File: src/hw/fpprc_pkg.sv
// shared constants and types for the port parity and reset control block
package fpprc_pkg;
    localparam int WORD_W       = 36;
    localparam int LANE_W       = 9;
    localparam int LANES        = 4;
    localparam int RESET_EDGES  = 4;
    localparam int FIFO_DEPTH   = 16;
    localparam int CNT_W        = 3;
    localparam int OFFSET_W     = 6;
    localparam logic [OFFSET_W-1:0] OFFSET_SEL0 = 6'h10;
    localparam logic [OFFSET_W-1:0] OFFSET_SEL1 = 6'h0C;
    localparam logic [OFFSET_W-1:0] OFFSET_SEL2 = 6'h08;
    localparam logic [OFFSET_W-1:0] OFFSET_SEL3 = 6'h04;
    localparam logic [OFFSET_W-1:0] OFFSET_RST  = 6'h10;
    typedef logic [WORD_W-1:0] fpprc_word_t;
    typedef enum logic [1:0] {ST_IDLE, ST_HOLD, ST_RUN} fpprc_rst_state_t;

    // parity bit of one lane's eight data bits for the selected sense
    function automatic logic lane_parity(input logic [LANE_W-2:0] data, input logic odd);
        lane_parity = (^data) ^ odd;
    endfunction : lane_parity
endpackage : fpprc_pkg

File: src/hw/fpprc_stream_if.sv
// valid/ready word stream between the block's modules
`timescale 1ns/1ps
interface fpprc_stream_if #(parameter int W = 36);
    logic         valid;
    logic         ready;
    logic [W-1:0] data;
    modport src (output valid, output data, input ready);
    modport snk (input valid, input data, output ready);
endinterface : fpprc_stream_if

File: src/hw/fpprc_top.sv
// port parity, read/write direction and reset sequencing control
//
// Contract
// - port-B parity error output goes low when any lane fails parity
// - words are four nine-bit lanes, top bit of each lane is parity
// - port-B check sense follows the shared parity-sense input
// - sense high means odd parity, low means even, on both ports
// - port-B mailbox read with generation forces parity error output high
// - port-A generation input high generates parity on port-A mailbox reads
// - port-B generation input high regenerates parity on all port-B reads
// - generated parity sense follows the sense input at the read
// - reset sets almost-full and mailbox flags high; others low
// - reset release captures the two offset-select inputs
// - the captured select loads one of four preset offsets
// - port-A select high means write, low means read
// - port-A outputs not driven while port-A select is high
// - port-B select high means write, low means read
// - port-B outputs not driven while port-B select is high
`timescale 1ns/1ps
module fpprc_top
    import fpprc_pkg::*;
#(
    parameter int W     = WORD_W,
    parameter int DEPTH = FIFO_DEPTH
) (
    input  wire logic                  REF_CLK,
    input  wire logic                  SYS_RST,
    input  wire logic                  RESET_N,
    input  wire logic                  PORT_A_CLOCK_EN,
    input  wire logic                  PORT_B_CLOCK_EN,
    input  wire logic                  OFFSET_SELECT_0,
    input  wire logic                  OFFSET_SELECT_1,
    input  wire logic                  PARITY_ODD_SEL,
    input  wire logic                  PORT_A_PARITY_GENERATE,
    input  wire logic                  PORT_B_PARITY_GENERATE,
    input  wire logic                  PORT_A_CHIP_SELECT_N,
    input  wire logic                  PORT_A_ENABLE,
    input  wire logic                  PORT_A_WRITE_READ_SELECT,
    input  wire logic                  PORT_A_MAILBOX_SELECT,
    input  wire logic                  PORT_B_CHIP_SELECT_N,
    input  wire logic                  PORT_B_ENABLE,
    input  wire logic                  PORT_B_WRITE_READ_SELECT,
    input  wire logic                  PORT_B_MAILBOX_SELECT,
    input  wire logic [W-1:0]          PORT_A_DATA_IN,
    output logic      [W-1:0]          PORT_A_DATA_OUT,
    output logic                       PORT_A_DATA_OE,
    input  wire logic [W-1:0]          PORT_B_DATA_IN,
    output logic      [W-1:0]          PORT_B_DATA_OUT,
    output logic                       PORT_B_DATA_OE,
    input  wire logic [W-1:0]          MAIL_TO_A_DATA,
    input  wire logic [W-1:0]          MAIL_TO_B_DATA,
    input  wire logic                  SRC_VALID,
    output logic                       SRC_READY,
    input  wire logic [W-1:0]          SRC_DATA,
    output logic                       PORT_B_PARITY_ERROR_N,
    output logic                       PORT_A_WRITE_STROBE,
    output logic                       PORT_B_WRITE_STROBE,
    output logic                       PORT_A_MAILBOX_READ,
    output logic                       PORT_B_MAILBOX_READ,
    output logic                       PORT_B_FIFO_READ,
    output logic                       RESET_DONE,
    output logic                       ALMOST_FULL_N,
    output logic                       ALMOST_EMPTY_N,
    output logic                       EMPTY_N,
    output logic                       FULL_N,
    output logic                       MAILBOX_TO_B_FLAG,
    output logic                       MAILBOX_TO_A_FLAG,
    output logic      [OFFSET_W-1:0]   ALMOST_OFFSET
);
    import fpprc_pkg::*;

    if (W != LANE_W * LANES) begin : g_bad_width
        $error("word must be four nine-bit lanes");
    end
    if (DEPTH < 2) begin : g_bad_depth
        $error("fifo depth too small");
    end

    // ---------------- reset sequencing ----------------
    fpprc_rst_state_t   st_q, st_d;
    logic [CNT_W-1:0]   cnt_a_q, cnt_a_d, cnt_b_q, cnt_b_d;
    logic [OFFSET_W-1:0] off_q, off_d;
    logic               flags_rst;

    function automatic logic [OFFSET_W-1:0] offset_lookup(input logic [1:0] sel);
        case (sel)
            2'h0:    offset_lookup = OFFSET_SEL0;
            2'h1:    offset_lookup = OFFSET_SEL1;
            2'h2:    offset_lookup = OFFSET_SEL2;
            default: offset_lookup = OFFSET_SEL3;
        endcase
    endfunction : offset_lookup

    always_comb begin
        st_d    = st_q;
        cnt_a_d = cnt_a_q;
        cnt_b_d = cnt_b_q;
        off_d   = off_q;
        case (st_q)
            ST_IDLE: begin
                if (!RESET_N) begin
                    st_d    = ST_HOLD;
                    cnt_a_d = CNT_W'(PORT_A_CLOCK_EN);
                    cnt_b_d = CNT_W'(PORT_B_CLOCK_EN);
                end
            end
            ST_HOLD: begin
                // each port domain counts its own edges under reset
                if (!RESET_N) begin
                    if (PORT_A_CLOCK_EN && cnt_a_q < CNT_W'(RESET_EDGES)) begin
                        cnt_a_d = cnt_a_q + 1'b1;
                    end
                    if (PORT_B_CLOCK_EN && cnt_b_q < CNT_W'(RESET_EDGES)) begin
                        cnt_b_d = cnt_b_q + 1'b1;
                    end
                end else if (cnt_a_q >= CNT_W'(RESET_EDGES) && cnt_b_q >= CNT_W'(RESET_EDGES)) begin
                    st_d  = ST_RUN;
                    off_d = offset_lookup({OFFSET_SELECT_1, OFFSET_SELECT_0});
                end else begin
                    // too short a reset pulse: not a completed reset
                    st_d = ST_IDLE;
                end
            end
            ST_RUN: begin
                if (!RESET_N) begin
                    st_d    = ST_HOLD;
                    cnt_a_d = CNT_W'(PORT_A_CLOCK_EN);
                    cnt_b_d = CNT_W'(PORT_B_CLOCK_EN);
                end
            end
            default: st_d = ST_IDLE;
        endcase
    end

    always_ff @(posedge REF_CLK) begin
        if (SYS_RST) begin
            st_q    <= ST_IDLE;
            cnt_a_q <= '0;
            cnt_b_q <= '0;
            off_q   <= OFFSET_RST;
        end else begin
            st_q    <= st_d;
            cnt_a_q <= cnt_a_d;
            cnt_b_q <= cnt_b_d;
            off_q   <= off_d;
        end
    end

    assign flags_rst  = (st_q == ST_HOLD) && (cnt_a_q >= CNT_W'(RESET_EDGES))
                        && (cnt_b_q >= CNT_W'(RESET_EDGES));
    assign RESET_DONE = (st_q == ST_RUN);
    assign ALMOST_OFFSET = off_q;

    // reset flag levels; once in the run state this block drives them low
    logic flag_af_q, flag_d;
    always_comb begin
        flag_d = flag_af_q;
        if (flags_rst) begin
            flag_d = 1'b1;
        end else if (st_q == ST_RUN) begin
            flag_d = 1'b0;
        end
    end
    always_ff @(posedge REF_CLK) begin
        if (SYS_RST) begin
            flag_af_q <= 1'b0;
        end else begin
            flag_af_q <= flag_d;
        end
    end
    assign ALMOST_FULL_N     = flag_af_q;
    assign MAILBOX_TO_B_FLAG = flag_af_q;
    assign MAILBOX_TO_A_FLAG = flag_af_q;
    assign EMPTY_N           = 1'b0;
    assign ALMOST_EMPTY_N    = 1'b0;
    assign FULL_N            = 1'b0;

    // ---------------- port operation decode ----------------
    logic a_sel, b_sel, a_mb_rd, b_mb_rd, b_fifo_rd;
    always_comb begin
        a_sel     = RESET_DONE && !PORT_A_CHIP_SELECT_N && PORT_A_ENABLE && PORT_A_CLOCK_EN;
        b_sel     = RESET_DONE && !PORT_B_CHIP_SELECT_N && PORT_B_ENABLE && PORT_B_CLOCK_EN;
        a_mb_rd   = a_sel && !PORT_A_WRITE_READ_SELECT && PORT_A_MAILBOX_SELECT;
        b_mb_rd   = b_sel && !PORT_B_WRITE_READ_SELECT && PORT_B_MAILBOX_SELECT;
        b_fifo_rd = b_sel && !PORT_B_WRITE_READ_SELECT && !PORT_B_MAILBOX_SELECT;
    end
    assign PORT_A_WRITE_STROBE = a_sel && PORT_A_WRITE_READ_SELECT;
    assign PORT_B_WRITE_STROBE = b_sel && PORT_B_WRITE_READ_SELECT;
    assign PORT_A_MAILBOX_READ = a_mb_rd;
    assign PORT_B_MAILBOX_READ = b_mb_rd;

    // ---------------- data path fifo ----------------
    fpprc_stream_if #(.W(W)) src_s ();
    fpprc_stream_if #(.W(W)) dst_s ();
    assign src_s.valid = SRC_VALID;
    assign src_s.data  = SRC_DATA;
    assign SRC_READY   = src_s.ready;
    assign dst_s.ready = b_fifo_rd;
    assign PORT_B_FIFO_READ = b_fifo_rd && dst_s.valid;

    fpprc_fifo #(.W(W), .DEPTH(DEPTH)) u_fifo (
        .clk   (REF_CLK),
        .rst   (SYS_RST || !RESET_N),
        .in_s  (src_s),
        .out_s (dst_s)
    );

    // ---------------- parity ----------------
    logic [W-1:0] b_src, b_gen, a_gen;
    logic         b_ok;
    assign b_src = PORT_B_MAILBOX_SELECT ? MAIL_TO_B_DATA : dst_s.data;

    // port-B bus check always sees the bus; the shared-tree case is forced below
    fpprc_parity #(.W(W)) u_par_b (
        .data_in  (PORT_B_DATA_IN),
        .odd_sel  (PARITY_ODD_SEL),
        .lane_ok  (b_ok),
        .data_gen (b_gen)
    );
    fpprc_parity #(.W(W)) u_par_a (
        .data_in  (MAIL_TO_A_DATA),
        .odd_sel  (PARITY_ODD_SEL),
        .lane_ok  (),
        .data_gen (a_gen)
    );
    logic [W-1:0] b_gen_rd;
    fpprc_parity #(.W(W)) u_par_bo (
        .data_in  (b_src),
        .odd_sel  (PARITY_ODD_SEL),
        .lane_ok  (),
        .data_gen (b_gen_rd)
    );

    // ---------------- output registers ----------------
    logic [W-1:0] a_out_q, a_out_d, b_out_q, b_out_d;
    logic         pef_q, pef_d;
    always_comb begin
        a_out_d = a_out_q;
        b_out_d = b_out_q;
        pef_d   = b_ok;
        if (b_mb_rd && PORT_B_PARITY_GENERATE) begin
            pef_d = 1'b1;
        end
        if (a_mb_rd) begin
            a_out_d = PORT_A_PARITY_GENERATE ? a_gen : MAIL_TO_A_DATA;
        end
        if (b_mb_rd || (b_fifo_rd && dst_s.valid)) begin
            b_out_d = PORT_B_PARITY_GENERATE ? b_gen_rd : b_src;
        end
    end
    always_ff @(posedge REF_CLK) begin
        if (SYS_RST) begin
            a_out_q <= '0;
            b_out_q <= '0;
            pef_q   <= 1'b1;
        end else begin
            a_out_q <= a_out_d;
            b_out_q <= b_out_d;
            pef_q   <= pef_d;
        end
    end
    assign PORT_B_PARITY_ERROR_N = pef_q;
    assign PORT_A_DATA_OUT = a_out_q;
    assign PORT_B_DATA_OUT = b_out_q;
    assign PORT_A_DATA_OE  = !PORT_A_WRITE_READ_SELECT;
    assign PORT_B_DATA_OE  = !PORT_B_WRITE_READ_SELECT;
    logic unused_bgen;
    // port-A bus checking lives outside this block
    assign unused_bgen = (^b_gen) ^ (^PORT_A_DATA_IN);
endmodule : fpprc_top

File: src/hw/fpprc_fifo.sv
// parameterised synchronous fifo with valid/ready on both sides
`timescale 1ns/1ps
module fpprc_fifo #(
    parameter int W     = 36,
    parameter int DEPTH = 16
) (
    input  wire logic clk,
    input  wire logic rst,
    fpprc_stream_if.snk in_s,
    fpprc_stream_if.src out_s
);
    localparam int AW = $clog2(DEPTH);
    if (DEPTH < 2 || (1 << AW) != DEPTH) begin : g_bad_depth
        $error("depth must be a power of two");
    end
    logic [W-1:0] mem [DEPTH];
    logic [AW:0]  wp_q, wp_d, rp_q, rp_d;
    logic         full, empty, push, pop;

    always_comb begin
        empty = (wp_q == rp_q);
        full  = (wp_q[AW-1:0] == rp_q[AW-1:0]) && (wp_q[AW] != rp_q[AW]);
        push  = in_s.valid && !full;
        pop   = out_s.ready && !empty;
        wp_d  = push ? wp_q + 1'b1 : wp_q;
        rp_d  = pop ? rp_q + 1'b1 : rp_q;
    end
    assign in_s.ready  = !full;
    assign out_s.valid = !empty;
    assign out_s.data  = mem[rp_q[AW-1:0]];

    always_ff @(posedge clk) begin
        if (rst) begin
            wp_q <= '0;
            rp_q <= '0;
        end else begin
            wp_q <= wp_d;
            rp_q <= rp_d;
        end
        if (push) begin
            mem[wp_q[AW-1:0]] <= in_s.data;
        end
    end
endmodule : fpprc_fifo

File: src/hw/fpprc_parity.sv
// four-lane parity checker and generator
`timescale 1ns/1ps
module fpprc_parity
    import fpprc_pkg::*;
#(
    parameter int W = 36
) (
    input  wire logic [W-1:0] data_in,
    input  wire logic         odd_sel,
    output logic              lane_ok,
    output logic [W-1:0]      data_gen
);
    if (W != LANE_W * LANES) begin : g_bad_width
        $error("width must be four nine-bit lanes");
    end
    logic [LANES-1:0] bad;
    for (genvar i = 0; i < LANES; i++) begin : g_lane
        // the top bit of each lane holds the parity
        always_comb begin
            bad[i] = lane_parity(data_in[i*LANE_W +: LANE_W-1], odd_sel)
                     != data_in[i*LANE_W + LANE_W-1];
            data_gen[i*LANE_W +: LANE_W] = {lane_parity(data_in[i*LANE_W +: LANE_W-1], odd_sel),
                                            data_in[i*LANE_W +: LANE_W-1]};
        end
    end
    assign lane_ok = ~|bad;
endmodule : fpprc_parity

File: config.mk
export PLATFORM = sky130hd
export DESIGN_NAME = fpprc_top
export DESIGN_NICKNAME = d
export VERILOG_FILES = /design/src/hw/fpprc_pkg.sv /design/src/hw/fpprc_stream_if.sv /design/src/hw/fpprc_top.sv /design/src/hw/fpprc_fifo.sv /design/src/hw/fpprc_parity.sv
export SDC_FILE = /design/constraint.sdc
export NUM_CORES = 1
export LEC_CHECK = 0
export ABC_CLOCK_PERIOD_IN_PS = 12740
export BUFFER_PORTS_ARGS = -buffer_cell sky130_fd_sc_hd__buf_4
export CORE_ASPECT_RATIO = 0.75
export CORE_UTILIZATION = 65
export CTS_BUF_LIST = sky130_fd_sc_hd__clkbuf_8
export CTS_CLUSTER_DIAMETER = 60
export DETAILED_ROUTE_END_ITERATION = 8
export GPL_TIMING_DRIVEN = 0
export PLACE_DENSITY_LB_ADDON = 0.05
export SLEW_MARGIN = 25
export SYNTH_ARGS = -nofsm -noshare
export SYNTH_HDL_FRONTEND = slang
export SYNTH_SLANG_ARGS = --single-unit
File: constraint.sdc
create_clock -name REF_CLK -period 12.74 [get_ports REF_CLK]
set_input_delay 1.274 -clock REF_CLK [delete_from_list [all_inputs] [get_ports REF_CLK]]
set_output_delay 1.274 -clock REF_CLK [all_outputs]
set_load 0.05 [all_outputs]
==> results_dict.tcl <==
set metrics [dict create \
    outcome "finished, final reports clean" \
    fp.coreArea_um2 40900 \
    min_period_over_period 0.355 \
    cts_root_buf "clkbuf_8" \
    htreeDepth 3 \
    layout.nets 2109 \
    ys_warn_count 0 \
    fillers 2213 \
    irDropWorstVdd_mv 0.120 \
    io_buffers 248 \
    synth.avg_cell_area_um2 18.1 \
    clkSinkCount 675 \
    globalplace.congestion 0.862 \
    final_common_cell "edfxtp_1" \
    holdCritPathClass "reg -> reg" \
    post-cts-setup-buffers 0 \
    firstDrtPassIters 5 \
    clkTransAtPathRegs_ns 0.06 \
    synth-seq-cells 675 \
    synth.distinct_cells 47 \
    num_vias 15640 \
    clock-skew-final_ns 0.0257 \
    drv_slew 0 \
    relSlewSlack 0.307 \
    area_delta_synth_final_pct 19.0 \
    stdcell_count 2529 \
    crit_path_end_kind "output pin" \
    core.rowCount 64 \
    final_area_um2 32200 \
    synthesis.area_um2 27100 \
    path_class "in -> out" \
    grt_setup_unrepaired "false" \
    die-area_um2 42500 \
    placed_area_um2 30600 \
    power_density_nw_per_um2 129 \
    grt_pass1_vias 15448 \
    cts_resized 0 \
    post-route-util 0.787 \
    arrival_ns 3.24 \
    cp.required_ns 11.47 \
    drv_cap 0 \
    maxClockFrequency_mhz 221 \
    drive_gt1_frac 0.316 \
    post_drt_via_cell_ratio 6.18 \
    cts_made_buffers 95 \
    avgRoutedWirePerCell_um 27.0 \
    antenna_found_initial 3 \
    drc 0 \
    clk_latency_ns 0.68 \
    dp_hpwl_um 47300 \
    syn_inst 1498 \
    setup_viol 0 \
    ys.flop_type "edfxtp_1" \
    place_inst 2362 \
    grt_max_degree 18 \
    tightestPinTransition_ns 1.04 \
    finalCriticalPeriod_ns 4.52 \
    postRouteAntennaNets 0 \
    io_pins 293 \
    finalHoldViolations 0 \
    rrSetupSlack_ns 8.92 \
    yosysSeqAreaShare 0.712 \
    wirelength_um 68300 \
    final_cell_mix "edfxtp_1, buf_4, mux4_2" \
    grtUsageTotal 0.328 \
    crit_fanout 10 \
    gr-total-overflow 0 \
    power_leakage_nw 10.9 \
    ctsHoldBuffers 0 \
    cts_tree "built" \
    clock_path_buffers 3 \
    tns_ns 0 \
    die_height_um 179 \
    drt_iter0_markers 1639 \
    fp.dieW_um 238 \
    startpoint_type "primary input" \
    start_util 0.661 \
    synth_edf_count 576 \
    synthArstFlopShare 0 \
    report.power.total_mw 4.16 \
    grt_pass1_wl_um 98300 \
]
logic make-up (layout without fill, tap and decap cells):
logic type,Yosys count,after routing,share of synthesized area
flops,675,675,0.712
simple gates,224,224,0.0344
mux,210,210,0.153
compound gates,157,157,0.0348
xor+xnor,112,112,0.0370
buf+inv,107,570,0.0228
fa+ha+maj,12,12,0.00555
other cells,1,8,0.000139
per-stage QoR:
| stage | setup WS, ns | hold WS [ns] |
|---|---|---|
| after floorplan | 7.98 | 0.459 |
| after global placement | 4.45 | 0.443 |
| after detailed placement | 8.25 | 0.450 |
| after CTS | 8.26 | 0.458 |
| after global routing | 8.18 | 0.476 |
| final | 8.22 | 0.456 |
power breakdown:
group | switching, mW | leakage (nW) | internal, mW
clock | 0.786 | 0.959 | 0.719
combinational | 0.135 | 3.92 | 0.105
sequential | 0.00378 | 6.00 | 2.41
total | 0.925 | 10.9 | 3.23
Yosys cell counts, types with 2 or more instances:
cell type  number  area [µm²]
a211oi_1       16         120
nor2b_1         2        12.5
nor3_1          5        25.0
xnor2_1        86         753
buf_12          3        60.1
a21oi_1        77         385
buf_1           4        15.0
buf_2          19        95.1
dfxtp_1        99        1980
a211o_1         2        17.5
o21ai_0         7        35.0
o21a_1          4        30.0
edfxtp_1      576       17300
o22ai_1         9        56.3
xor2_1         24         210
mux2i_1        52         521
a22oi_1        16         120
mux4_2        139        3130
nand2b_1        9        56.3
nand3_1         2        10.0
nand2_1       108         405
buf_6          10         113
buf_4          18         135
clkbuf_1       35         131
inv_1          18        67.6
nor2_1         80         300
a311oi_2        2        30.0
mux2i_4         4        90.1
and3_1          2        12.5
mux4_1         15         394
nand4b_1        3        26.3
a221oi_1        3        26.3
and2_1          5        31.3
ha_1           12         150
nand4_1         4        25.0
o21ai_1        17        85.1
state kept, by name, summed over array words and instances, names as in the netlist, named ones only:
signal	flops
cnt_a_q	3
PORT_B_PARITY_ERROR_N	1
st_q	2
PORT_A_DATA_OUT	36
ALMOST_FULL_N	1
u_fifo.wp_q	5
PORT_B_DATA_OUT	36
ALMOST_OFFSET	3
u_fifo.mem	576
u_fifo.rp_q	5
cnt_b_q	3
metal layers:
layer,GRT usage,share of wire,up-vias
met4,0.105,0.027,2
met2,0.530,0.49,868
li1,-,-,6652
met3,0.0722,0.10,144
met1,0.454,0.39,7974
met5,0,0.00020,-
path summary, 6_finish.rpt:
check,cells after the start,end,start
min,2,PORT_B_DATA_OUT[32]$_SDFFE_PP0P_,PORT_B_DATA_OUT[32]$_SDFFE_PP0P_
max,7,PORT_B_FIFO_READ,PORT_B_MAILBOX_SELECT
min reg2reg,2,PORT_B_DATA_OUT[32]$_SDFFE_PP0P_,PORT_B_DATA_OUT[32]$_SDFFE_PP0P_
max reg2reg,11,PORT_B_DATA_OUT[35]$_SDFFE_PP0P_,flip-flop
final cells by class:
type | instances | area [µm²] | area share
Antenna cell | 2 | 5.00 | 0.000155
Clock inverter | 66 | 287 | 0.00889
Tap cell | 561 | 702 | 0.0218
Sequential cell | 675 | 19300 | 0.598
Timing Repair Buffer | 298 | 2670 | 0.0829
Clock buffer | 99 | 1360 | 0.0423
Inverter | 18 | 67.6 | 0.00210
Buffer | 89 | 549 | 0.0171
Multi-Input combinational cell | 721 | 7290 | 0.226
critical path: stages:
cell and delay (ns):
buf_4 0.14, inv_1 0.10, buf_4 0.20, clkbuf_1 0.66, and3_1 0.28, clkbuf_1 0.30
buf_4 0.28
Power figures use the tool's default switching activity.
